`config.mk`:
```
export PLATFORM = sky130hd
export DESIGN_NAME = rmml_regs
export DESIGN_NICKNAME = d
export VERILOG_FILES = /design/src/hdl/rmml_pkg.sv /design/src/hdl/rmml_regs.sv /design/src/hdl/rmml_ring_sel.sv /design/src/hdl/rmml_level_scale.sv
export SDC_FILE = /design/constraint.sdc
export NUM_CORES = 1
export LEC_CHECK = 0
export ABC_AREA = 1
export BUFFER_PORTS_ARGS = -buffer_cell sky130_fd_sc_hd__clkbuf_2
export CORE_MARGIN = 2
export CORE_UTILIZATION = 55
export DETAILED_ROUTE_END_ITERATION = 7
export PLACE_DENSITY_LB_ADDON = 0.08
export SLEW_MARGIN = 20
export SYNTH_ARGS = -nofsm -noshare
export SYNTH_HDL_FRONTEND = slang
export SYNTH_SLANG_ARGS = --single-unit
```
`constraint.sdc`:
```
create_clock -name clk -period 9.1 [get_ports clk]
set_input_delay 1.82 -clock clk [delete_from_list [all_inputs] [get_ports clk]]
set_output_delay 1.82 -clock clk [all_outputs]
set_load 0.03 [all_outputs]
```
`src/hdl/rmml_pkg.sv`:
```
package rmml_pkg;

   // ***************************************
   // register indices, byte address = 4*idx
   // ***************************************
   localparam logic [7:0] IDX_RING_MODE   = 8'h12;
   localparam logic [7:0] IDX_DROPOUT     = 8'h13;
   localparam logic [7:0] IDX_MON_RX      = 8'h14;
   localparam logic [7:0] IDX_MON_TX      = 8'h15;
   localparam logic [7:0] IDX_IRQ_STATUS  = 8'h20;
   localparam logic [7:0] IDX_IRQ_MASK    = 8'h21;
   localparam logic [7:0] IDX_RING_CFG    = 8'h22;

   // ***************************************
   // field positions and reset values
   // ***************************************
   localparam int         POS_FULL_WAVE   = 1;
   localparam int         POS_DROPOUT     = 1;
   localparam int         POS_RING_VALID  = 0;
   localparam int         POS_IRQ_RING    = 0;
   localparam int         POS_IRQ_DROP    = 1;
   localparam int         IRQ_BITS        = 2;
   localparam logic       RST_FULL_WAVE   = 1'b0;
   localparam logic       RST_RING_VALID  = 1'b0;
   localparam logic [7:0] RST_MON_RX      = 8'h00;
   localparam logic [7:0] RST_MON_TX      = 8'h00;
   localparam logic [1:0] RST_IRQ_MASK    = 2'h0;

   // ***************************************
   // timing and scaling
   // ***************************************
   localparam longint     CLK_HZ          = 20_000_000;
   localparam longint     ONESHOT_TIME_MS = 5000;
   localparam int         ONESHOT_CYCLES  = int'(ONESHOT_TIME_MS * CLK_HZ / 1000);
   localparam int         UNITY_SHIFT     = 6;
   localparam int         SAMPLE_W        = 16;

   // ***************************************
   // types
   // ***************************************
   typedef enum logic [1:0] {ST_IDLE, ST_WRITE, ST_READ} rmml_bus_state_t;

   typedef struct packed {
      logic half_wave;
      logic full_wave;
      logic envelope;
      logic threshold_cross;
   } rmml_ring_in_t;

   typedef struct packed {
      logic       mapped;
      logic [7:0] addr;
   } rmml_req_t;

   function automatic logic [7:0] byte_addr(input logic [7:0] idx);
      byte_addr = {idx[5:0], 2'b00};
   endfunction : byte_addr

endpackage : rmml_pkg

```
`src/hdl/rmml_regs.sv`:
```
`timescale 1ns/1ps
// Overview of operation
// - validation off, full-wave select picks half-wave (0) or full-wave (1) ring detect.
// - validation on, select 0: ring flag follows validated ring envelope.
// - validation on, select 1: ring flag is threshold one-shot lasting about five seconds.
// - dropout bit at position 1 reads 0 normally, 1 after dropout detected.
// - receive monitor path scaled linearly by 8-bit receive level code.
// - receive level code zero fully mutes receive monitor contribution.
// - transmit monitor path scaled the same way; zero mutes it.
module rmml_regs import rmml_pkg::*; #(
   parameter int ONESHOT_CYC = ONESHOT_CYCLES,
   parameter int W           = SAMPLE_W
) (
   input  wire logic                clk,
   input  wire logic                sys_rst,
   input  wire logic                hsel,
   input  wire logic [31:0]         haddr,
   input  wire logic [1:0]          htrans,
   input  wire logic                hwrite,
   input  wire logic [2:0]          hsize,
   input  wire logic [31:0]         hwdata,
   input  wire logic                hready,
   output logic                     hreadyout,
   output logic [31:0]              hrdata,
   output logic                     hresp,
   input  wire rmml_ring_in_t       ring_in,
   input  wire logic                dropout_detect,
   input  wire logic signed [W-1:0] rx_monitor_in,
   input  wire logic signed [W-1:0] tx_monitor_in,
   output logic                     ring_detect_flag,
   output logic signed [W-1:0]      call_progress_out,
   output logic                     irq
);

   if (ONESHOT_CYC < 2) $error("one-shot length too short");

   // ***************************************
   // register state
   // ***************************************
   logic                  full_wave_ring_select;
   logic                  ring_validation_enable;
   logic                  line_dropout_flag;
   logic [7:0]            monitor_rx_level;
   logic [7:0]            monitor_tx_level;
   logic [IRQ_BITS-1:0]   irq_status;
   logic [IRQ_BITS-1:0]   irq_mask;
   logic                  ring_flag_d;

   // ***************************************
   // bus phase tracking
   // ***************************************
   rmml_bus_state_t       state;
   rmml_bus_state_t       next_state;
   rmml_req_t             req;
   logic                  accept;
   logic                  wr_en;

   assign accept = hsel && htrans[1] && hready && (state != ST_READ);
   assign wr_en  = (state == ST_WRITE) && req.mapped;

   always_comb begin
      case (state)
         ST_READ: next_state = ST_IDLE;
         default: begin
            if (accept && hwrite)  next_state = ST_WRITE;
            else if (accept)       next_state = ST_READ;
            else                   next_state = ST_IDLE;
         end
      endcase
   end

   always_ff @(posedge clk) begin
      if (sys_rst) begin
         state <= ST_IDLE;
         req   <= '0;
      end else begin
         state <= next_state;
         if (accept) begin
            req.mapped <= (haddr[31:8] == 24'h0) && (hsize == 3'h2);
            req.addr   <= haddr[7:0];
         end
      end
   end

   // ***************************************
   // address decode
   // ***************************************
   wire hit_ring_mode = req.addr == byte_addr(IDX_RING_MODE);
   wire hit_dropout   = req.addr == byte_addr(IDX_DROPOUT);
   wire hit_mon_rx    = req.addr == byte_addr(IDX_MON_RX);
   wire hit_mon_tx    = req.addr == byte_addr(IDX_MON_TX);
   wire hit_irq_stat  = req.addr == byte_addr(IDX_IRQ_STATUS);
   wire hit_irq_mask  = req.addr == byte_addr(IDX_IRQ_MASK);
   wire hit_ring_cfg  = req.addr == byte_addr(IDX_RING_CFG);

   logic [31:0] rd_data;

   always_comb begin
      rd_data = 32'h0;
      if (!req.mapped) begin
         rd_data = 32'h0;
      end else if (hit_ring_mode) begin
         rd_data[POS_FULL_WAVE] = full_wave_ring_select;
      end else if (hit_dropout) begin
         rd_data[POS_DROPOUT] = line_dropout_flag;
      end else if (hit_mon_rx) begin
         rd_data[7:0] = monitor_rx_level;
      end else if (hit_mon_tx) begin
         rd_data[7:0] = monitor_tx_level;
      end else if (hit_irq_stat) begin
         rd_data[IRQ_BITS-1:0] = irq_status;
      end else if (hit_irq_mask) begin
         rd_data[IRQ_BITS-1:0] = irq_mask;
      end else if (hit_ring_cfg) begin
         rd_data[POS_RING_VALID] = ring_validation_enable;
      end
   end

   // ***************************************
   // bus outputs
   // ***************************************
   always_ff @(posedge clk) begin
      if (sys_rst) begin
         hreadyout <= 1'b1;
         hrdata    <= 32'h0;
         hresp     <= 1'b0;
      end else begin
         hreadyout <= (next_state != ST_READ);
         hresp     <= 1'b0;
         if (state == ST_READ) hrdata <= rd_data;
      end
   end

   a_read_wait: assert property (@(posedge clk) disable iff (sys_rst)
      accept && !hwrite |=> !hreadyout ##1 hreadyout)
      else $error("read wait state wrong");
   a_write_ready: assert property (@(posedge clk) disable iff (sys_rst)
      accept && hwrite |=> hreadyout)
      else $error("write stalled the bus");
   a_unmapped_read: assert property (@(posedge clk) disable iff (sys_rst)
      state == ST_READ && !req.mapped |=> hrdata == 32'h0)
      else $error("unmapped read not zero");
   a_dropout_read: assert property (@(posedge clk) disable iff (sys_rst)
      state == ST_READ && req.mapped && hit_dropout
      |=> hrdata == {30'h0, $past(line_dropout_flag), 1'b0})
      else $error("dropout read wrong");
   a_mode_reserved: assert property (@(posedge clk) disable iff (sys_rst)
      state == ST_READ && req.mapped && hit_ring_mode |=> hrdata[31:2] == 30'h0 && !hrdata[0])
      else $error("reserved mode bits not zero");

   // ***************************************
   // control registers
   // ***************************************
   always_ff @(posedge clk) begin
      if (sys_rst) begin
         full_wave_ring_select  <= RST_FULL_WAVE;
         ring_validation_enable <= RST_RING_VALID;
         monitor_rx_level       <= RST_MON_RX;
         monitor_tx_level       <= RST_MON_TX;
         irq_mask               <= RST_IRQ_MASK;
      end else if (wr_en) begin
         if (hit_ring_mode) full_wave_ring_select <= hwdata[POS_FULL_WAVE];
         if (hit_ring_cfg)  ring_validation_enable <= hwdata[POS_RING_VALID];
         if (hit_mon_rx)    monitor_rx_level <= hwdata[7:0];
         if (hit_mon_tx)    monitor_tx_level <= hwdata[7:0];
         if (hit_irq_mask)  irq_mask <= hwdata[IRQ_BITS-1:0];
      end
   end

   a_mode_write: assert property (@(posedge clk) disable iff (sys_rst)
      wr_en && hit_ring_mode |=> full_wave_ring_select == $past(hwdata[POS_FULL_WAVE]))
      else $error("full-wave select not written");
   a_valid_write: assert property (@(posedge clk) disable iff (sys_rst)
      wr_en && hit_ring_cfg |=> ring_validation_enable == $past(hwdata[POS_RING_VALID]))
      else $error("validation enable not written");
   a_rx_level_write: assert property (@(posedge clk) disable iff (sys_rst)
      wr_en && hit_mon_rx |=> monitor_rx_level == $past(hwdata[7:0]))
      else $error("receive level not written");
   a_tx_level_write: assert property (@(posedge clk) disable iff (sys_rst)
      wr_en && hit_mon_tx |=> monitor_tx_level == $past(hwdata[7:0]))
      else $error("transmit level not written");

   // ***************************************
   // dropout status, hardware set only
   // ***************************************
   always_ff @(posedge clk) begin
      if (sys_rst)             line_dropout_flag <= 1'b0;
      else if (dropout_detect) line_dropout_flag <= 1'b1;
   end

   a_dropout_set: assert property (@(posedge clk) disable iff (sys_rst)
      dropout_detect |=> line_dropout_flag)
      else $error("dropout not reported");
   a_dropout_hold: assert property (@(posedge clk) disable iff (sys_rst)
      line_dropout_flag |=> line_dropout_flag)
      else $error("dropout flag cleared");
   a_dropout_source: assert property (@(posedge clk) disable iff (sys_rst)
      !line_dropout_flag && !dropout_detect |=> !line_dropout_flag)
      else $error("dropout set without detection");

   // ***************************************
   // ring detect select
   // ***************************************
   rmml_ring_sel #(
      .ONESHOT_CYC (ONESHOT_CYC)
   ) u_ring (
      .clk                    (clk),
      .sys_rst                (sys_rst),
      .full_wave_ring_select  (full_wave_ring_select),
      .ring_validation_enable (ring_validation_enable),
      .ring_in                (ring_in),
      .ring_detect_flag       (ring_detect_flag)
   );

   // ***************************************
   // interrupt status and mask
   // ***************************************
   logic [IRQ_BITS-1:0] irq_event;
   logic [IRQ_BITS-1:0] irq_clear;
   logic [IRQ_BITS-1:0] next_irq_status;

   assign irq_event[POS_IRQ_RING] = ring_detect_flag && !ring_flag_d;
   assign irq_event[POS_IRQ_DROP] = dropout_detect && !line_dropout_flag;
   assign irq_clear       = (wr_en && hit_irq_stat) ? hwdata[IRQ_BITS-1:0] : '0;
   assign next_irq_status = (irq_status & ~irq_clear) | irq_event;

   always_ff @(posedge clk) begin
      if (sys_rst) begin
         irq_status  <= '0;
         ring_flag_d <= 1'b0;
         irq         <= 1'b0;
      end else begin
         irq_status  <= next_irq_status;
         ring_flag_d <= ring_detect_flag;
         irq         <= |(next_irq_status & irq_mask);
      end
   end

   a_irq_level: assert property (@(posedge clk) disable iff (sys_rst)
      ##1 irq == |($past(next_irq_status) & $past(irq_mask)))
      else $error("interrupt level wrong");
   a_irq_set_wins: assert property (@(posedge clk) disable iff (sys_rst)
      irq_event[POS_IRQ_RING] |=> irq_status[POS_IRQ_RING])
      else $error("ring event lost");
   a_dropout_irq: assert property (@(posedge clk) disable iff (sys_rst)
      dropout_detect && !line_dropout_flag |=> irq_status[POS_IRQ_DROP])
      else $error("dropout event lost");
   a_irq_clear: assert property (@(posedge clk) disable iff (sys_rst)
      wr_en && hit_irq_stat && hwdata[POS_IRQ_DROP] && !irq_event[POS_IRQ_DROP]
      |=> !irq_status[POS_IRQ_DROP])
      else $error("status bit not cleared");
   a_irq_masked: assert property (@(posedge clk) disable iff (sys_rst)
      irq_mask == '0 |=> !irq)
      else $error("masked interrupt raised");

   // ***************************************
   // call progress monitor paths
   // ***************************************
   logic signed [W-1:0] rx_scaled;
   logic signed [W-1:0] tx_scaled;
   logic signed [W:0]   mon_sum;
   logic signed [W-1:0] next_out;

   rmml_level_scale #(
      .W (W)
   ) u_rx_scale (
      .clk     (clk),
      .sys_rst (sys_rst),
      .sample  (rx_monitor_in),
      .level   (monitor_rx_level),
      .scaled  (rx_scaled)
   );

   rmml_level_scale #(
      .W (W)
   ) u_tx_scale (
      .clk     (clk),
      .sys_rst (sys_rst),
      .sample  (tx_monitor_in),
      .level   (monitor_tx_level),
      .scaled  (tx_scaled)
   );

   assign mon_sum  = {rx_scaled[W-1], rx_scaled} + {tx_scaled[W-1], tx_scaled};
   assign next_out = (mon_sum[W] == mon_sum[W-1]) ? mon_sum[W-1:0] :
                     {mon_sum[W], {(W-1){~mon_sum[W]}}};

   always_ff @(posedge clk) begin
      if (sys_rst) call_progress_out <= '0;
      else         call_progress_out <= next_out;
   end

   a_both_muted: assert property (@(posedge clk) disable iff (sys_rst)
      monitor_rx_level == 8'h00 && monitor_tx_level == 8'h00 ##1
      monitor_rx_level == 8'h00 && monitor_tx_level == 8'h00
      |=> call_progress_out == '0)
      else $error("muted paths leak to output");
   a_tx_unity: assert property (@(posedge clk) disable iff (sys_rst)
      monitor_rx_level == 8'h00 ##1 monitor_rx_level == 8'h00 &&
      $past(monitor_tx_level) == 8'h40
      |=> call_progress_out == $past(tx_monitor_in, 2))
      else $error("transmit unity path wrong");

endmodule : rmml_regs

```
`src/hdl/rmml_ring_sel.sv`:
```
`timescale 1ns/1ps
module rmml_ring_sel import rmml_pkg::*; #(
   parameter int ONESHOT_CYC = ONESHOT_CYCLES
) (
   input  wire logic          clk,
   input  wire logic          sys_rst,
   input  wire logic          full_wave_ring_select,
   input  wire logic          ring_validation_enable,
   input  wire rmml_ring_in_t ring_in,
   output logic               ring_detect_flag
);

   if (ONESHOT_CYC < 2) $error("one-shot length too short");

   // ***************************************
   // one-shot timer
   // ***************************************
   logic        shot_mode;
   logic        shot_active;
   logic [31:0] shot_cnt;
   logic        next_flag;

   assign shot_mode = ring_validation_enable & full_wave_ring_select;

   always_ff @(posedge clk) begin
      if (sys_rst || !shot_mode) begin
         shot_active <= 1'b0;
         shot_cnt    <= 32'h0;
      end else if (!shot_active && ring_in.threshold_cross) begin
         shot_active <= 1'b1;
         shot_cnt    <= 32'(ONESHOT_CYC - 1);
      end else if (shot_active) begin
         shot_active <= (shot_cnt != 32'h0);
         shot_cnt    <= (shot_cnt != 32'h0) ? shot_cnt - 32'h1 : 32'h0;
      end
   end

   // ***************************************
   // status source select
   // ***************************************
   always_comb begin
      case ({ring_validation_enable, full_wave_ring_select})
         2'b00:   next_flag = ring_in.half_wave;
         2'b01:   next_flag = ring_in.full_wave;
         2'b10:   next_flag = ring_in.envelope;
         default: next_flag = shot_active;
      endcase
   end

   always_ff @(posedge clk) begin
      if (sys_rst) ring_detect_flag <= 1'b0;
      else         ring_detect_flag <= next_flag;
   end

   a_half_wave_mode: assert property (@(posedge clk) disable iff (sys_rst)
      !ring_validation_enable && !full_wave_ring_select
      |=> ring_detect_flag == $past(ring_in.half_wave))
      else $error("ring flag not half-wave");
   a_full_wave_mode: assert property (@(posedge clk) disable iff (sys_rst)
      !ring_validation_enable && full_wave_ring_select
      |=> ring_detect_flag == $past(ring_in.full_wave))
      else $error("ring flag not full-wave");
   a_envelope_track: assert property (@(posedge clk) disable iff (sys_rst)
      ring_validation_enable && !full_wave_ring_select
      |=> ring_detect_flag == $past(ring_in.envelope))
      else $error("ring flag not envelope");
   a_oneshot_start: assert property (@(posedge clk) disable iff (sys_rst)
      shot_mode && !shot_active && ring_in.threshold_cross ##1 shot_mode
      |=> ring_detect_flag)
      else $error("one-shot did not start");
   a_oneshot_length: assert property (@(posedge clk) disable iff (sys_rst)
      shot_cnt <= 32'(ONESHOT_CYC - 1) && (shot_active || shot_cnt == 32'h0))
      else $error("one-shot count out of range");

endmodule : rmml_ring_sel

```
`src/hdl/rmml_level_scale.sv`:
```
`timescale 1ns/1ps
module rmml_level_scale import rmml_pkg::*; #(
   parameter int W = SAMPLE_W
) (
   input  wire logic                clk,
   input  wire logic                sys_rst,
   input  wire logic signed [W-1:0] sample,
   input  wire logic        [7:0]   level,
   output logic signed      [W-1:0] scaled
);

   if (W < 8 || W > 32) $error("sample width not supported");

   localparam int PW = W + 9;
   localparam logic signed [PW-1:0] HI = PW'((64'sd1 <<< (W - 1)) - 64'sd1);
   localparam logic signed [PW-1:0] LO = ~HI;

   // ***************************************
   // linear gain, code/64, saturated
   // ***************************************
   logic signed [PW-1:0] prod;
   logic signed [PW-1:0] shifted;
   logic signed [W-1:0]  next_scaled;

   assign prod        = PW'(sample) * $signed({1'b0, level});
   assign shifted     = prod >>> UNITY_SHIFT;
   assign next_scaled = (shifted > HI) ? HI[W-1:0] :
                        (shifted < LO) ? LO[W-1:0] : shifted[W-1:0];

   always_ff @(posedge clk) begin
      if (sys_rst) scaled <= '0;
      else         scaled <= next_scaled;
   end

   a_mute_zero: assert property (@(posedge clk) disable iff (sys_rst)
      level == 8'h00 |=> scaled == '0)
      else $error("mute code passed signal");
   a_unity_gain: assert property (@(posedge clk) disable iff (sys_rst)
      level == 8'h40 |=> scaled == $past(sample))
      else $error("unity code not unity");
   a_half_gain: assert property (@(posedge clk) disable iff (sys_rst)
      level == 8'h20 |=> scaled == W'($past(sample) >>> 1))
      else $error("-6 dB code wrong");

endmodule : rmml_level_scale

```
==> After elaboration in Yosys (flattened, before gate mapping) <==
Cells that the tools add are included.
{ "word_totals": {"regBits": 127, "latch_bits": 0, "ramBits": 0, "mem_bits_ro": 0, "out_inout_bits": 52, "wordCells": 109, "memories": 0} }
{ "classes": {"add_sub_neg": 2, "multipliers": 2, "n_div": 0, "order_cmp": 4, "n_eq_ne": 15, "shifts": 0, "muxes": 29, "n_bitwise": 6, "n_reduce_logical": 28} }
{ "ops": {"columns": ["operator", "count"], "rows": [
  ["$mux W27", 2],
  ["$mul A16 B9 Y25", 2],
  ["$mux W16", 3],
  ["$gt A19 B16 Y1 const B", 2],
  ["$lt A19 B16 Y1 const B", 2],
  ["$eq A8 B7 Y1 const B", 4],
  ["$mux W32", 1],
  ["$reduce_bool A32 Y1", 1],
  ["$sub A32 B1 Y32 const B", 1],
  ["$mux W15", 2],
  ["$eq A8 B8 Y1 const B", 3],
  ["$logic_not A24 Y1", 1],
  ["$mux W6", 3],
  ["$add A16 B16 Y17", 1],
  ["$mux W8", 2],
  ["$mux W2", 6],
  ["$logic_and A1 B1 Y1", 10],
  ["$reduce_and A2 Y1", 5],
  ["$mux W1", 9],
  ["$reduce_or A2 Y1", 4],
  ["$and A2 B2 Y2", 2],
  ["$eq A2 B1 Y1 const B", 2],
  ["$eq A2 B2 Y1 const B", 2],
  ["$logic_not A1 Y1", 4],
  ["11 further kinds", 12]
]} }

==> Longest topological paths before layout <==
Gate-level depths: netlist of the first run.
{ "logic_depth": {"ltp_word": 9, "mapped_depth": 28, "mapped_depth_nobuf": 25} }

==> Cells and area by module <==
Synthesis of the first run repeated with hierarchy kept, for this count alone.
{ "hier_totals": {"hier_cells": 2513, "hier_area_um2": 17226.5} }
{ "by_module_without_submodules": {"columns": ["mod", "instances", "cells_each", "area_per_inst_um2"], "rows": [
  ["rmml_level_scale (u_rx_scale)", 1, 844, 5809.3],
  ["rmml_level_scale (u_tx_scale)", 1, 838, 5778.0],
  ["rmml_regs", 1, 525, 3595.9],
  ["rmml_ring_sel", 1, 306, 2043.2]
]} }

==> Least setup slack after synthesis of the first run <==
OpenSTA, ideal clock, no wires.
{ "synth_timing": {"path_kind": "input-to-reg", "start": "in tx_monitor_in[15]", "end": "reg u_tx_scale.scaled[10]", "t_arrival_ns": 6.096, "t_required_ns": 8.961, "path_slack_ns": 2.865, "stages": 20, "path_buffers": 2, "cell_sequence": "clkbuf_1 -> nand2_1 -> fa_1 -> inv_1 -> fa_1 -> inv_1 -> fa_1 -> fa_1 -> inv_1 -> ha_1 -> nand2_1 -> nor4_4 -> a21oi_1 -> nand2_1 -> nand2_1 -> nand2_4 -> inv_2 -> nand2_4 -> buf_8 -> a21oi_2"} }
{ "synth_between": {"elab_chain_len": 4, "word_cells_on_any_way": 5, "cone_classes": "mul (1); order compare (2); mux (2)"} }
{ "synth_rtl": {"columns": ["item", "line", "source"], "rows": [
  ["start: declaration", "rmml_regs.sv:29", "input wire logic signed [W-1:0] tx_monitor_in,"],
  ["$mul A16 B9 Y25 *", "rmml_level_scale.sv:25", "assign prod = PW'(sample) * $signed({1'b0, level});"],
  ["$lt A19 B16 Y1", "rmml_level_scale.sv:28", "(shifted < LO) ? LO[W-1:0] : shifted[W-1:0];"],
  ["$mux W16", "rmml_level_scale.sv:28", null],
  ["$mux W15 *", "rmml_level_scale.sv:27", "assign next_scaled = (shifted > HI) ? HI[W-1:0] :"],
  ["end signal: assignment", "rmml_level_scale.sv:32", "else scaled <= next_scaled;"],
  ["end: declaration", "rmml_level_scale.sv:9", "output logic signed [W-1:0] scaled"]
]} }
Every way passes the cells marked *; elsewhere a longest branch is shown, timed or not.
A chain may end at the register's enable or synchronous reset.

==> Final worst setup path of the first run <==
{ "layout_timing": {"start": "in rx_monitor_in[15]", "end": "reg u_rx_scale.scaled[0]"} }
{ "layout_between": {"elab_chain_len": 4, "word_cells_on_any_way": 5, "cone_classes": "mul (1); order compare (2); mux (2)"} }
{ "layout_rtl": {"columns": ["item", "line", "source"], "rows": [
  ["start: declaration", "rmml_regs.sv:28", "input wire logic signed [W-1:0] rx_monitor_in,"],
  ["$mul A16 B9 Y25 *", "rmml_level_scale.sv:25", null],
  ["$lt A19 B16 Y1", "rmml_level_scale.sv:28", null],
  ["$mux W16", "rmml_level_scale.sv:28", null],
  ["$mux W15 *", "rmml_level_scale.sv:27", null],
  ["end signal: assignment", "rmml_level_scale.sv:32", null],
  ["end: declaration", "rmml_level_scale.sv:9", null]
]} }
Marks and branches as above.

==> results.json, run 1 <==
{
  "cts_resized": 0,
  "slew_viol_final": 0,
  "cts_setup_buffers": 0,
  "slew_headroom_pct": 34.7,
  "cp-start-kind": "input port",
  "cp_data_arrival_time_ns": 6.50,
  "ys_seq_elements": 127,
  "async_flop_share_pct": 0,
  "viasPerCell": 4.84,
  "clock_path_buffers": 2,
  "met1_usage_pct": 34.9,
  "fp-row-count": 63,
  "cts_sinks": 127,
  "io_pins": 163,
  "ys.flop_type": "dfxtp_1",
  "hold_path_class": "reg2reg",
  "drv_cap": 0,
  "grt_max_degree": 55,
  "clkSlewWorstSetupHoldPaths_ns": 0.05,
  "syn-cell-area_um2": 16800,
  "ir_drop_mv": 0.116,
  "syn_inst": 2412,
  "synthTopCellsByArea": "fa_1 24%, dfxtp_1 15%, inv_1 14%",
  "core_area_um2": 29800,
  "grt_pass1_wl_um": 64200,
  "num_antenna_cells": 0,
  "drc_errors": 0,
  "final.setup_skew_ns": 0.00538,
  "synth_cell_types": 50,
  "grt_busiest_layer": "met2",
  "rrSetupSlack_ns": 3.51,
  "hold_viol": 0,
  "hold_buffers": 0,
  "clock_latency_ns": 0.42,
  "grt_pass1_vias": 13700,
  "gr-total-overflow": 0,
  "die_y_um": 179,
  "tightest_slew_ns": 0.973,
  "synth_warnings": 0,
  "p_per_area_nw_per_um2": 72.1,
  "fin_crit_sh_pct": 68.4,
  "numCtsBuffers": 17,
  "met3_usage_pct": 2.96,
  "initial_core_util_pct": 56.3,
  "r2r_end": "u_tx_scale.scaled[3]",
  "synth_edf_count": 0,
  "crit_end": "u_rx_scale.scaled[0]",
  "ctsHtreeMaxLevel": 4,
  "required_ns": 9.37,
  "synthTopCellsByCount": "631 x inv_1, 630 x nand2_1, 203 x fa_1",
  "io_buffer_count": 112,
  "reg2reg_from": "monitor_tx_level[0]",
  "synth_most_common_cell": "inv_1",
  "dieArea_um2": 31900,
  "die_w_um": 179,
  "worstSetupPathType": "in2reg",
  "gp_congestion": 0.915,
  "ff2ff_path_depth": 20,
  "dpl.hpwl_um": 31200,
  "path_max_fanout": 15,
  "rsz0062_at_grt": "no",
  "setup_viol": 0,
  "cts_tree": "yes",
  "wl_um": 37500,
  "worstSetupStartpoint": "rx_monitor_in[15]",
  "wl_per_cell_um": 13.1,
  "cp-end-kind": "flop",
  "first_iter_violations": 726,
  "drive_above_1_share_pct": 9.11,
  "tns_ns": 0,
  "total_leakage_power_uw": 0.0108,
  "status": "complete, no violations",
  "finalPower_uw": 1290,
  "drtPass1Iterations": 5,
  "fmax_mhz": 161,
  "grt_use_met2_pct": 41.6,
  "num_vias": 13800,
  "area_growth_pct": 6.89,
  "ant_nets": 0,
  "synth_top_area_share_pct": 24.2,
  "cts-root-buf": "clkbuf_16",
  "yosys.area.top_type": "fa_1",
  "ys_seq_area_share_pct": 15.2,
  "grt_antenna_before_repair": 0,
  "nNetsFinal": 2882,
  "period_minus_slack_ns": 6.22,
  "grt_usage_pct": 24.9,
  "postSynthAreaPerCell_um2": 6.95
}
-- routing by layer --
| metal | vias up | routed length, um |
|---|---|---|
| met5 | - | 0 |
| met4 | 0 | 428 |
| met3 | 35 | 1570 |
| met2 | 270 | 17300 |
| met1 | 6456 | 18100 |
| li1 | 7084 | - |
-- where the power goes --
part	total (uW)	internal [uW]	switching [uW]	leakage, uW
sequential	562	560	2.40	0.00102
combinational	77.0	19.5	57.5	0.00954
clock	653	413	241	0.000274
-- flip-flops by register name (all words and copies together) (netlist names), 8 cells and up --
name	cells
call_progress_out	16
hrdata	8
monitor_rx_level	8
monitor_tx_level	8
req	9
u_ring.shot_cnt	32
u_rx_scale.scaled	16
u_tx_scale.scaled	16
-- placed cells by master (no fill, tap or decap), types with 46 or more instances in the layout --
master    count
dfxtp_1     127
nor2_1      155
a21oi_1     116
ha_1        109
xor2_1       51
o21ai_0      46
nand2_1     630
clkbuf_2    112
nand3_1      52
fa_1        203
inv_1       631
-- cell families after synthesis --
kind of cell	synth area share (%)
AO/OA/AOI/OAI	7.15
other	0.0224
XOR/XNOR	3.66
buffers and inverters	17.7
AND/OR/NAND/NOR	23.9
flip-flops	15.2
adder cells (fa/ha/maj)	32.4
-- area by class of cell --
cell class                 instances  area, um^2
fill                            2835       11900
multi-input combinational       1560       11300
sequential                       127        2540
inverter                         638        2400
timing repair buffer             115         583
tap                              390         488
clock buffer                      20         457
clock inverter                    10         115
-- through the flow --
step | setup slack (ns) | hold WS (ns) | util (%) | std cells | cell area (um^2)
3_3_place_gp | 2.51 | 0.458 | 58.2 | 2830 | 17400
4_1_cts | 2.88 | 0.469 | 60.2 | 2860 | 17900
6_report | 2.88 | 0.464 | 60.2 | 2860 | 17900
5_1_grt | 2.47 | 0.503 | 60.2 | 2860 | 17900
2_1_floorplan | 2.87 | 0.452 | - | 2436 | 16900
3_5_place_dp | 2.44 | 0.461 | 58.2 | 2830 | 17400
-- critical path, stage by stage --
cell	delay (ns)
clkbuf_2	0.16
nand2_1	0.14
inv_1	0.12
fa_1	0.64
inv_1	0.12
fa_1	0.54
inv_1	0.06
fa_1	0.53
inv_1	0.05
fa_1	0.53
inv_1	0.04
ha_1	0.38
nand2_1	0.13
nor2_1	0.21
inv_1	0.07
nor2_1	0.13
nand3b_1	0.13
nand4_1	0.11
nand2_1	0.09
nor2_1	0.14
nand2_2	0.08
nand2_4	0.19
a21oi_1	0.10
-- worst min path at each step --
| stage | from | endpoint | slack (ns) | depth (start not counted) |
|---|---|---|---|---|
| floorplan | irq_mask[0] | irq_mask[0] | 0.45 | 2 |
| global placement | hrdata[1] | hrdata[1] | 0.46 | 2 |
| detailed placement | hrdata[0] | hrdata[0] | 0.46 | 2 |
| CTS | hrdata[0] | hrdata[0] | 0.47 | 2 |
| global route | hrdata[0] | hrdata[0] | 0.50 | 2 |
| finish | hrdata[0] | hrdata[0] | 0.46 | 2 |
(Power assumes the default switching activity.)
==> run 2: changes to the inputs <==
==> constraint.sdc (replaced) <==
create_clock -name clk -period 5.2 [get_ports clk]
set_input_delay 1.04 -clock clk [delete_from_list [all_inputs] [get_ports clk]]
set_output_delay 1.04 -clock clk [all_outputs]
set_load 0.03 [all_outputs]
==> results.json, run 2 (synthesis gave the netlist of run 1 again) <==
{
  "switching_share_pct": 23.9,
  "period_minus_slack_ns": 5.01,
  "clock_power_share_pct": 49.6,
  "grt_pass1_vias": 14200,
  "cp-end-kind": "flop",
  "p_per_area_nw_per_um2": 118,
  "largest_reg_flops": 32,
  "dieArea_um2": 31900,
  "status": "complete, no violations",
  "post-place-cells": 2964,
  "io_buffer_count": 112,
  "grt_usage_pct": 25.9,
  "nNetsFinal": 3023,
  "die_y_um": 179,
  "reg2reg_from": "monitor_tx_level[1]",
  "top_register": "u_ring.shot_cnt",
  "dpl.hpwl_um": 33200,
  "fp-row-count": 63,
  "io_pins": 163,
  "gp_congestion": 0.910,
  "hold_depth": 2,
  "required_ns": 5.47,
  "drc_errors": 0,
  "slew_headroom_pct": 33.3,
  "hold_viol": 0,
  "slew_viol_final": 0,
  "cts_sinks": 127,
  "viasPerCell": 4.86,
  "clock_path_buffers": 2,
  "cp_data_arrival_time_ns": 5.28,
  "final_common_cell": "inv_1",
  "ctsHtreeMaxLevel": 4,
  "rrSetupSlack_ns": 0.27,
  "core_area_um2": 29800,
  "first_iter_violations": 981,
  "drive_above_1_share_pct": 15.6,
  "final_util_pct": 64.4,
  "hold_path_class": "reg2reg",
  "final_cell_mix": "629 x inv_1, 621 x nand2_1, 199 x fa_1, 147 x nor2_1, 141 x buf_4",
  "area_growth_pct": 14.4,
  "r2r_end": "u_tx_scale.scaled[0]",
  "fmax_mhz": 200,
  "min_from": "hrdata[0]",
  "ir_drop_mv": 0.216,
  "clock_latency_ns": 0.43,
  "num_antenna_cells": 0,
  "worstSetupPathType": "in2reg",
  "wl_um": 39500,
  "p_sw_uw": 542,
  "p_seq_share_pct": 43.4,
  "wl_per_cell_um": 13.2,
  "post_dp_cell_area_um2": 18400,
  "gr-total-overflow": 0,
  "grt_pass1_wl_um": 66200,
  "clkSlewWorstSetupHoldPaths_ns": 0.06,
  "tightest_slew_ns": 0.994,
  "ff2ff_path_depth": 21,
  "cell_internal_pwr_uw": 1730,
  "min_to": "hrdata[0]",
  "grt_max_degree": 51,
  "fin_crit_sh_pct": 96.3,
  "total_leakage_power_uw": 0.0115,
  "grt_antenna_before_repair": 0,
  "initial_core_util_pct": 56.3,
  "setup_viol": 0,
  "num_vias": 14600,
  "fin_cells": 3001,
  "path_max_fanout": 15,
  "design_area_um2": 19200,
  "numCtsBuffers": 17,
  "cts-root-buf": "clkbuf_16",
  "finalPower_uw": 2270,
  "drv_cap": 0,
  "final.setup_skew_ns": 0.0159,
  "drtPass1Iterations": 5,
  "worstSetupStartpoint": "tx_monitor_in[15]",
  "die_w_um": 179,
  "ant_nets": 0,
  "cts_tree": "yes",
  "power_frac_comb_pct": 7.0,
  "cp-start-kind": "input port"
}
## run 2: cell types whose count changed in the layout (fill, tap and decap cells not counted), sizes merged
| cell | delta |
|---|---|
| clkinv | +1 |
| buf | +141 |
| clkbuf | -4 |
| nand2 | +3 |
## run 2: repair_timing
action	4_1_cts	5_1_grt
resized for setup	0	51
hold buffers	0	0
setup endpoints to repair	0	31
buffers inserted	0	4
## run 2: worst max path at each step
stage                                 end  slack, ns  depth (start not counted)
floorplan           u_rx_scale.scaled[10]      0.005                         20
global placement     u_rx_scale.scaled[1]      -0.25                         21
detailed placement   u_rx_scale.scaled[2]      -0.38                         21
CTS                  u_rx_scale.scaled[2]       0.05                         21
global route         u_tx_scale.scaled[2]      -0.02                         23
finish               u_tx_scale.scaled[0]       0.19                         22
## run 2: cell type report
type                       count  area, um^2
clock buffer                  19         433
sequential                   127        2540
inverter                     638        2400
timing repair buffer         253        1630
tap                          390         488
multi-input combinational   1563       11600
fill                        2812       10600
clock inverter                11         120
## run 2: power groups by stage
stage               clock network, uW  logic, uW  registers, uW
floorplan                           0       96.6           1000
global placement                    0        154           1000
detailed placement                  0        156           1000
CTS                              1140        156            984
global route                     1180        174            984
finish                           1120        159            984
## run 2: worst max-delay path, cell delays in order
cell and delay, ns:
buf_2 0.17, nand2_2 0.09, fa_2 0.53, buf_4 0.16
fa_1 0.50, inv_1 0.05, fa_1 0.55, inv_1 0.06
fa_1 0.47, inv_1 0.04, ha_2 0.38, nand2_1 0.12
nor2_2 0.14, inv_1 0.05, nor2_1 0.11, nand3b_1 0.11
nand4_1 0.10, nand2_1 0.11, nor2_1 0.15, nand2_2 0.10
nand2_8 0.14, a21oi_1 0.10
## run 2: per-stage QoR
stage	setup WS, ns	hold slack [ns]	setup TNS (ns)
floorplan	0.00521	0.452	0
global placement	-0.252	0.457	-6.62
detailed placement	-0.384	0.459	-9.42
CTS	0.0517	0.467	0
global route	-0.0224	0.494	-0.152
finish	0.190	0.464	0
## run 2: per-layer routing
layer  part of all wire, %  up-vias  GRT usage, %  wire length [um]
li1                      -     7378             -                 -
met1                    49     6794          37.0             19200
met2                    45      391          41.8             17600
met3                   6.0       28          4.35              2370
met4                  0.86        0          4.34               340
met5                     0        -             0                 0
==> run 3: changes to the inputs <==
==> constraint.sdc (replaced) <==
create_clock -name clk -period 6.3 [get_ports clk]
set_input_delay 1.26 -clock clk [delete_from_list [all_inputs] [get_ports clk]]
set_output_delay 1.26 -clock clk [all_outputs]
set_load 0.03 [all_outputs]
==> results.json, run 3 (synthesis gave the netlist of run 1 again) <==
{
  "status": "complete, no violations",
  "cts-root-buf": "clkbuf_16",
  "num_vias": 14100,
  "p_seq_share_pct": 42.9,
  "fillCellCount": 2928,
  "clock_latency_ns": 0.42,
  "cp-start-kind": "input port",
  "first_iter_violations": 896,
  "tns_ns": 0,
  "die_w_um": 179,
  "rrSetupSlack_ns": 1.03,
  "required_ns": 6.57,
  "slowest_delay_ns": 0.63,
  "gr-total-overflow": 0,
  "timing.final.ws_setup_ns": 0.665,
  "gp_congestion": 0.913,
  "ctsHtreeMaxLevel": 4,
  "ff2ff_path_depth": 18,
  "die_y_um": 179,
  "slew_viol_final": 0,
  "drtPass1Iterations": 5,
  "ir_drop_mv": 0.214,
  "routed.top_layer": "met4",
  "slew_headroom_pct": 31.6,
  "fmax_mhz": 177,
  "p_per_area_nw_per_um2": 105,
  "area_growth_pct": 7.22,
  "hold_depth": 2,
  "final_common_cell": "inv_1",
  "power_frac_comb_pct": 5.9,
  "cts_resized": 0,
  "post-place-cells": 2835,
  "cp_common_cell": "inv_1",
  "clkSlewWorstSetupHoldPaths_ns": 0.06,
  "hold_buffers": 0,
  "final.setup_skew_ns": 0.0114,
  "grt_pass1_vias": 14000,
  "cp_data_arrival_time_ns": 5.91,
  "drv_cap": 0,
  "clock_path_buffers": 2,
  "tightest_slew_ns": 1.02,
  "io_pins": 163,
  "dp_slack_ns": 0.251,
  "clock_power_share_pct": 51.2,
  "cp-end-kind": "flop",
  "core_area_um2": 29800,
  "wl_met1_um": 18200,
  "top_register": "u_ring.shot_cnt",
  "ant_nets": 0,
  "rsz0062_at_grt": "no",
  "grt_max_degree": 55,
  "worstSetupPathType": "in2reg",
  "cell_internal_pwr_uw": 1430,
  "cts_setup_buffers": 0,
  "whs_ns": 0.468,
  "viasPerCell": 4.90,
  "cts_sinks": 127,
  "total_leakage_power_uw": 0.0109,
  "dieArea_um2": 31900,
  "crit_slowest_cell": "fa_1",
  "nNetsFinal": 2887,
  "wl_per_cell_um": 13.3,
  "largest_reg_flops": 32,
  "grt_pass1_wl_um": 65100,
  "drive_above_1_share_pct": 9.33,
  "wl_um": 38300,
  "wl_met2_um": 17800,
  "hold_path_class": "reg2reg",
  "hold_viol": 0,
  "drc_errors": 0,
  "fp-row-count": 63,
  "fin_cells": 2869,
  "fin_crit_sh_pct": 89.4,
  "io_buffer_count": 112,
  "dr_wl_met3_um": 1590,
  "dpl.hpwl_um": 32000,
  "multi_input_area_um2": 11300,
  "switching_share_pct": 24.6,
  "area.sequential_um2": 2540,
  "grt_usage_pct": 25.3,
  "path_cells": "clkbuf_2, nand2_1, inv_1, fa_1, inv_1, fa_1, inv_1, fa_1, inv_1, fa_1, inv_1, ha_1, nand2_1, nor2_1, inv_1, nor2_1, nand3b_1, nand4_1, nand2_1, nor2_1, nand2_2, nand2_4, a21oi_1",
  "period_minus_slack_ns": 5.64,
  "path_max_fanout": 15,
  "final_cell_mix": "631 x inv_1, 630 x nand2_1, 203 x fa_1, 155 x nor2_1, 127 x dfxtp_1",
  "initial_core_util_pct": 56.3,
  "cts_tree": "yes",
  "setup_viol": 0,
  "numCtsBuffers": 17,
  "grt_antenna_before_repair": 2,
  "p_sw_uw": 465
}
==> run 3: final cells by class <==
class | instances | share of cell area (%)
clock buffer | 19 | 2.41
clock inverter | 13 | 0.849
multi-input combinational | 1560 | 63.1
inverter | 638 | 13.3
sequential | 127 | 14.1
timing repair buffer | 120 | 3.45
antenna | 2 | 0.0278
tap | 390 | 2.71
==> run 3: metal layers <==
metal | vias up | GRT usage, %
met2 | 309 | 41.8
met5 | - | 0
met3 | 44 | 2.73
met1 | 6611 | 35.5
li1 | 7104 | -
met4 | 0 | 6.23
==> run 3: worst paths after layout <==
path	start	to
worst max register to register	monitor_tx_level[2]	u_tx_scale.scaled[1]
worst min register to register	hrdata[0]	hrdata[0]
worst min-delay path	hrdata[0]	hrdata[0]
worst max-delay path	rx_monitor_in[15]	u_rx_scale.scaled[1]
==> run 3: per-stage QoR <==
stage	cell area (um^2)	util [%]	power, uW
6_report	18000	60.3	1890
5_1_grt	18000	60.3	1950
4_1_cts	18000	60.3	1900
3_5_place_dp	17400	58.4	939
3_3_place_gp	17400	58.4	938
2_1_floorplan	16900	-	908
==> run 3: power groups by stage <==
stage | sequential, uW | combinational [uW] | clock [uW]
finish | 812 | 112 | 969
global route | 812 | 122 | 1020
CTS | 812 | 111 | 980
detailed placement | 829 | 110 | 0
global placement | 829 | 109 | 0
floorplan | 829 | 79.5 | 0
==> run 3: critical path: cells and delay by family <==
| kind | cells | cell delay [ns] |
|---|---|---|
| adder cells (fa/ha/maj) | 5 | 2.61 |
| AO/OA/AOI/OAI | 1 | 0.10 |
| buffers and inverters | 7 | 0.59 |
| AND/OR/NAND/NOR | 10 | 1.32 |
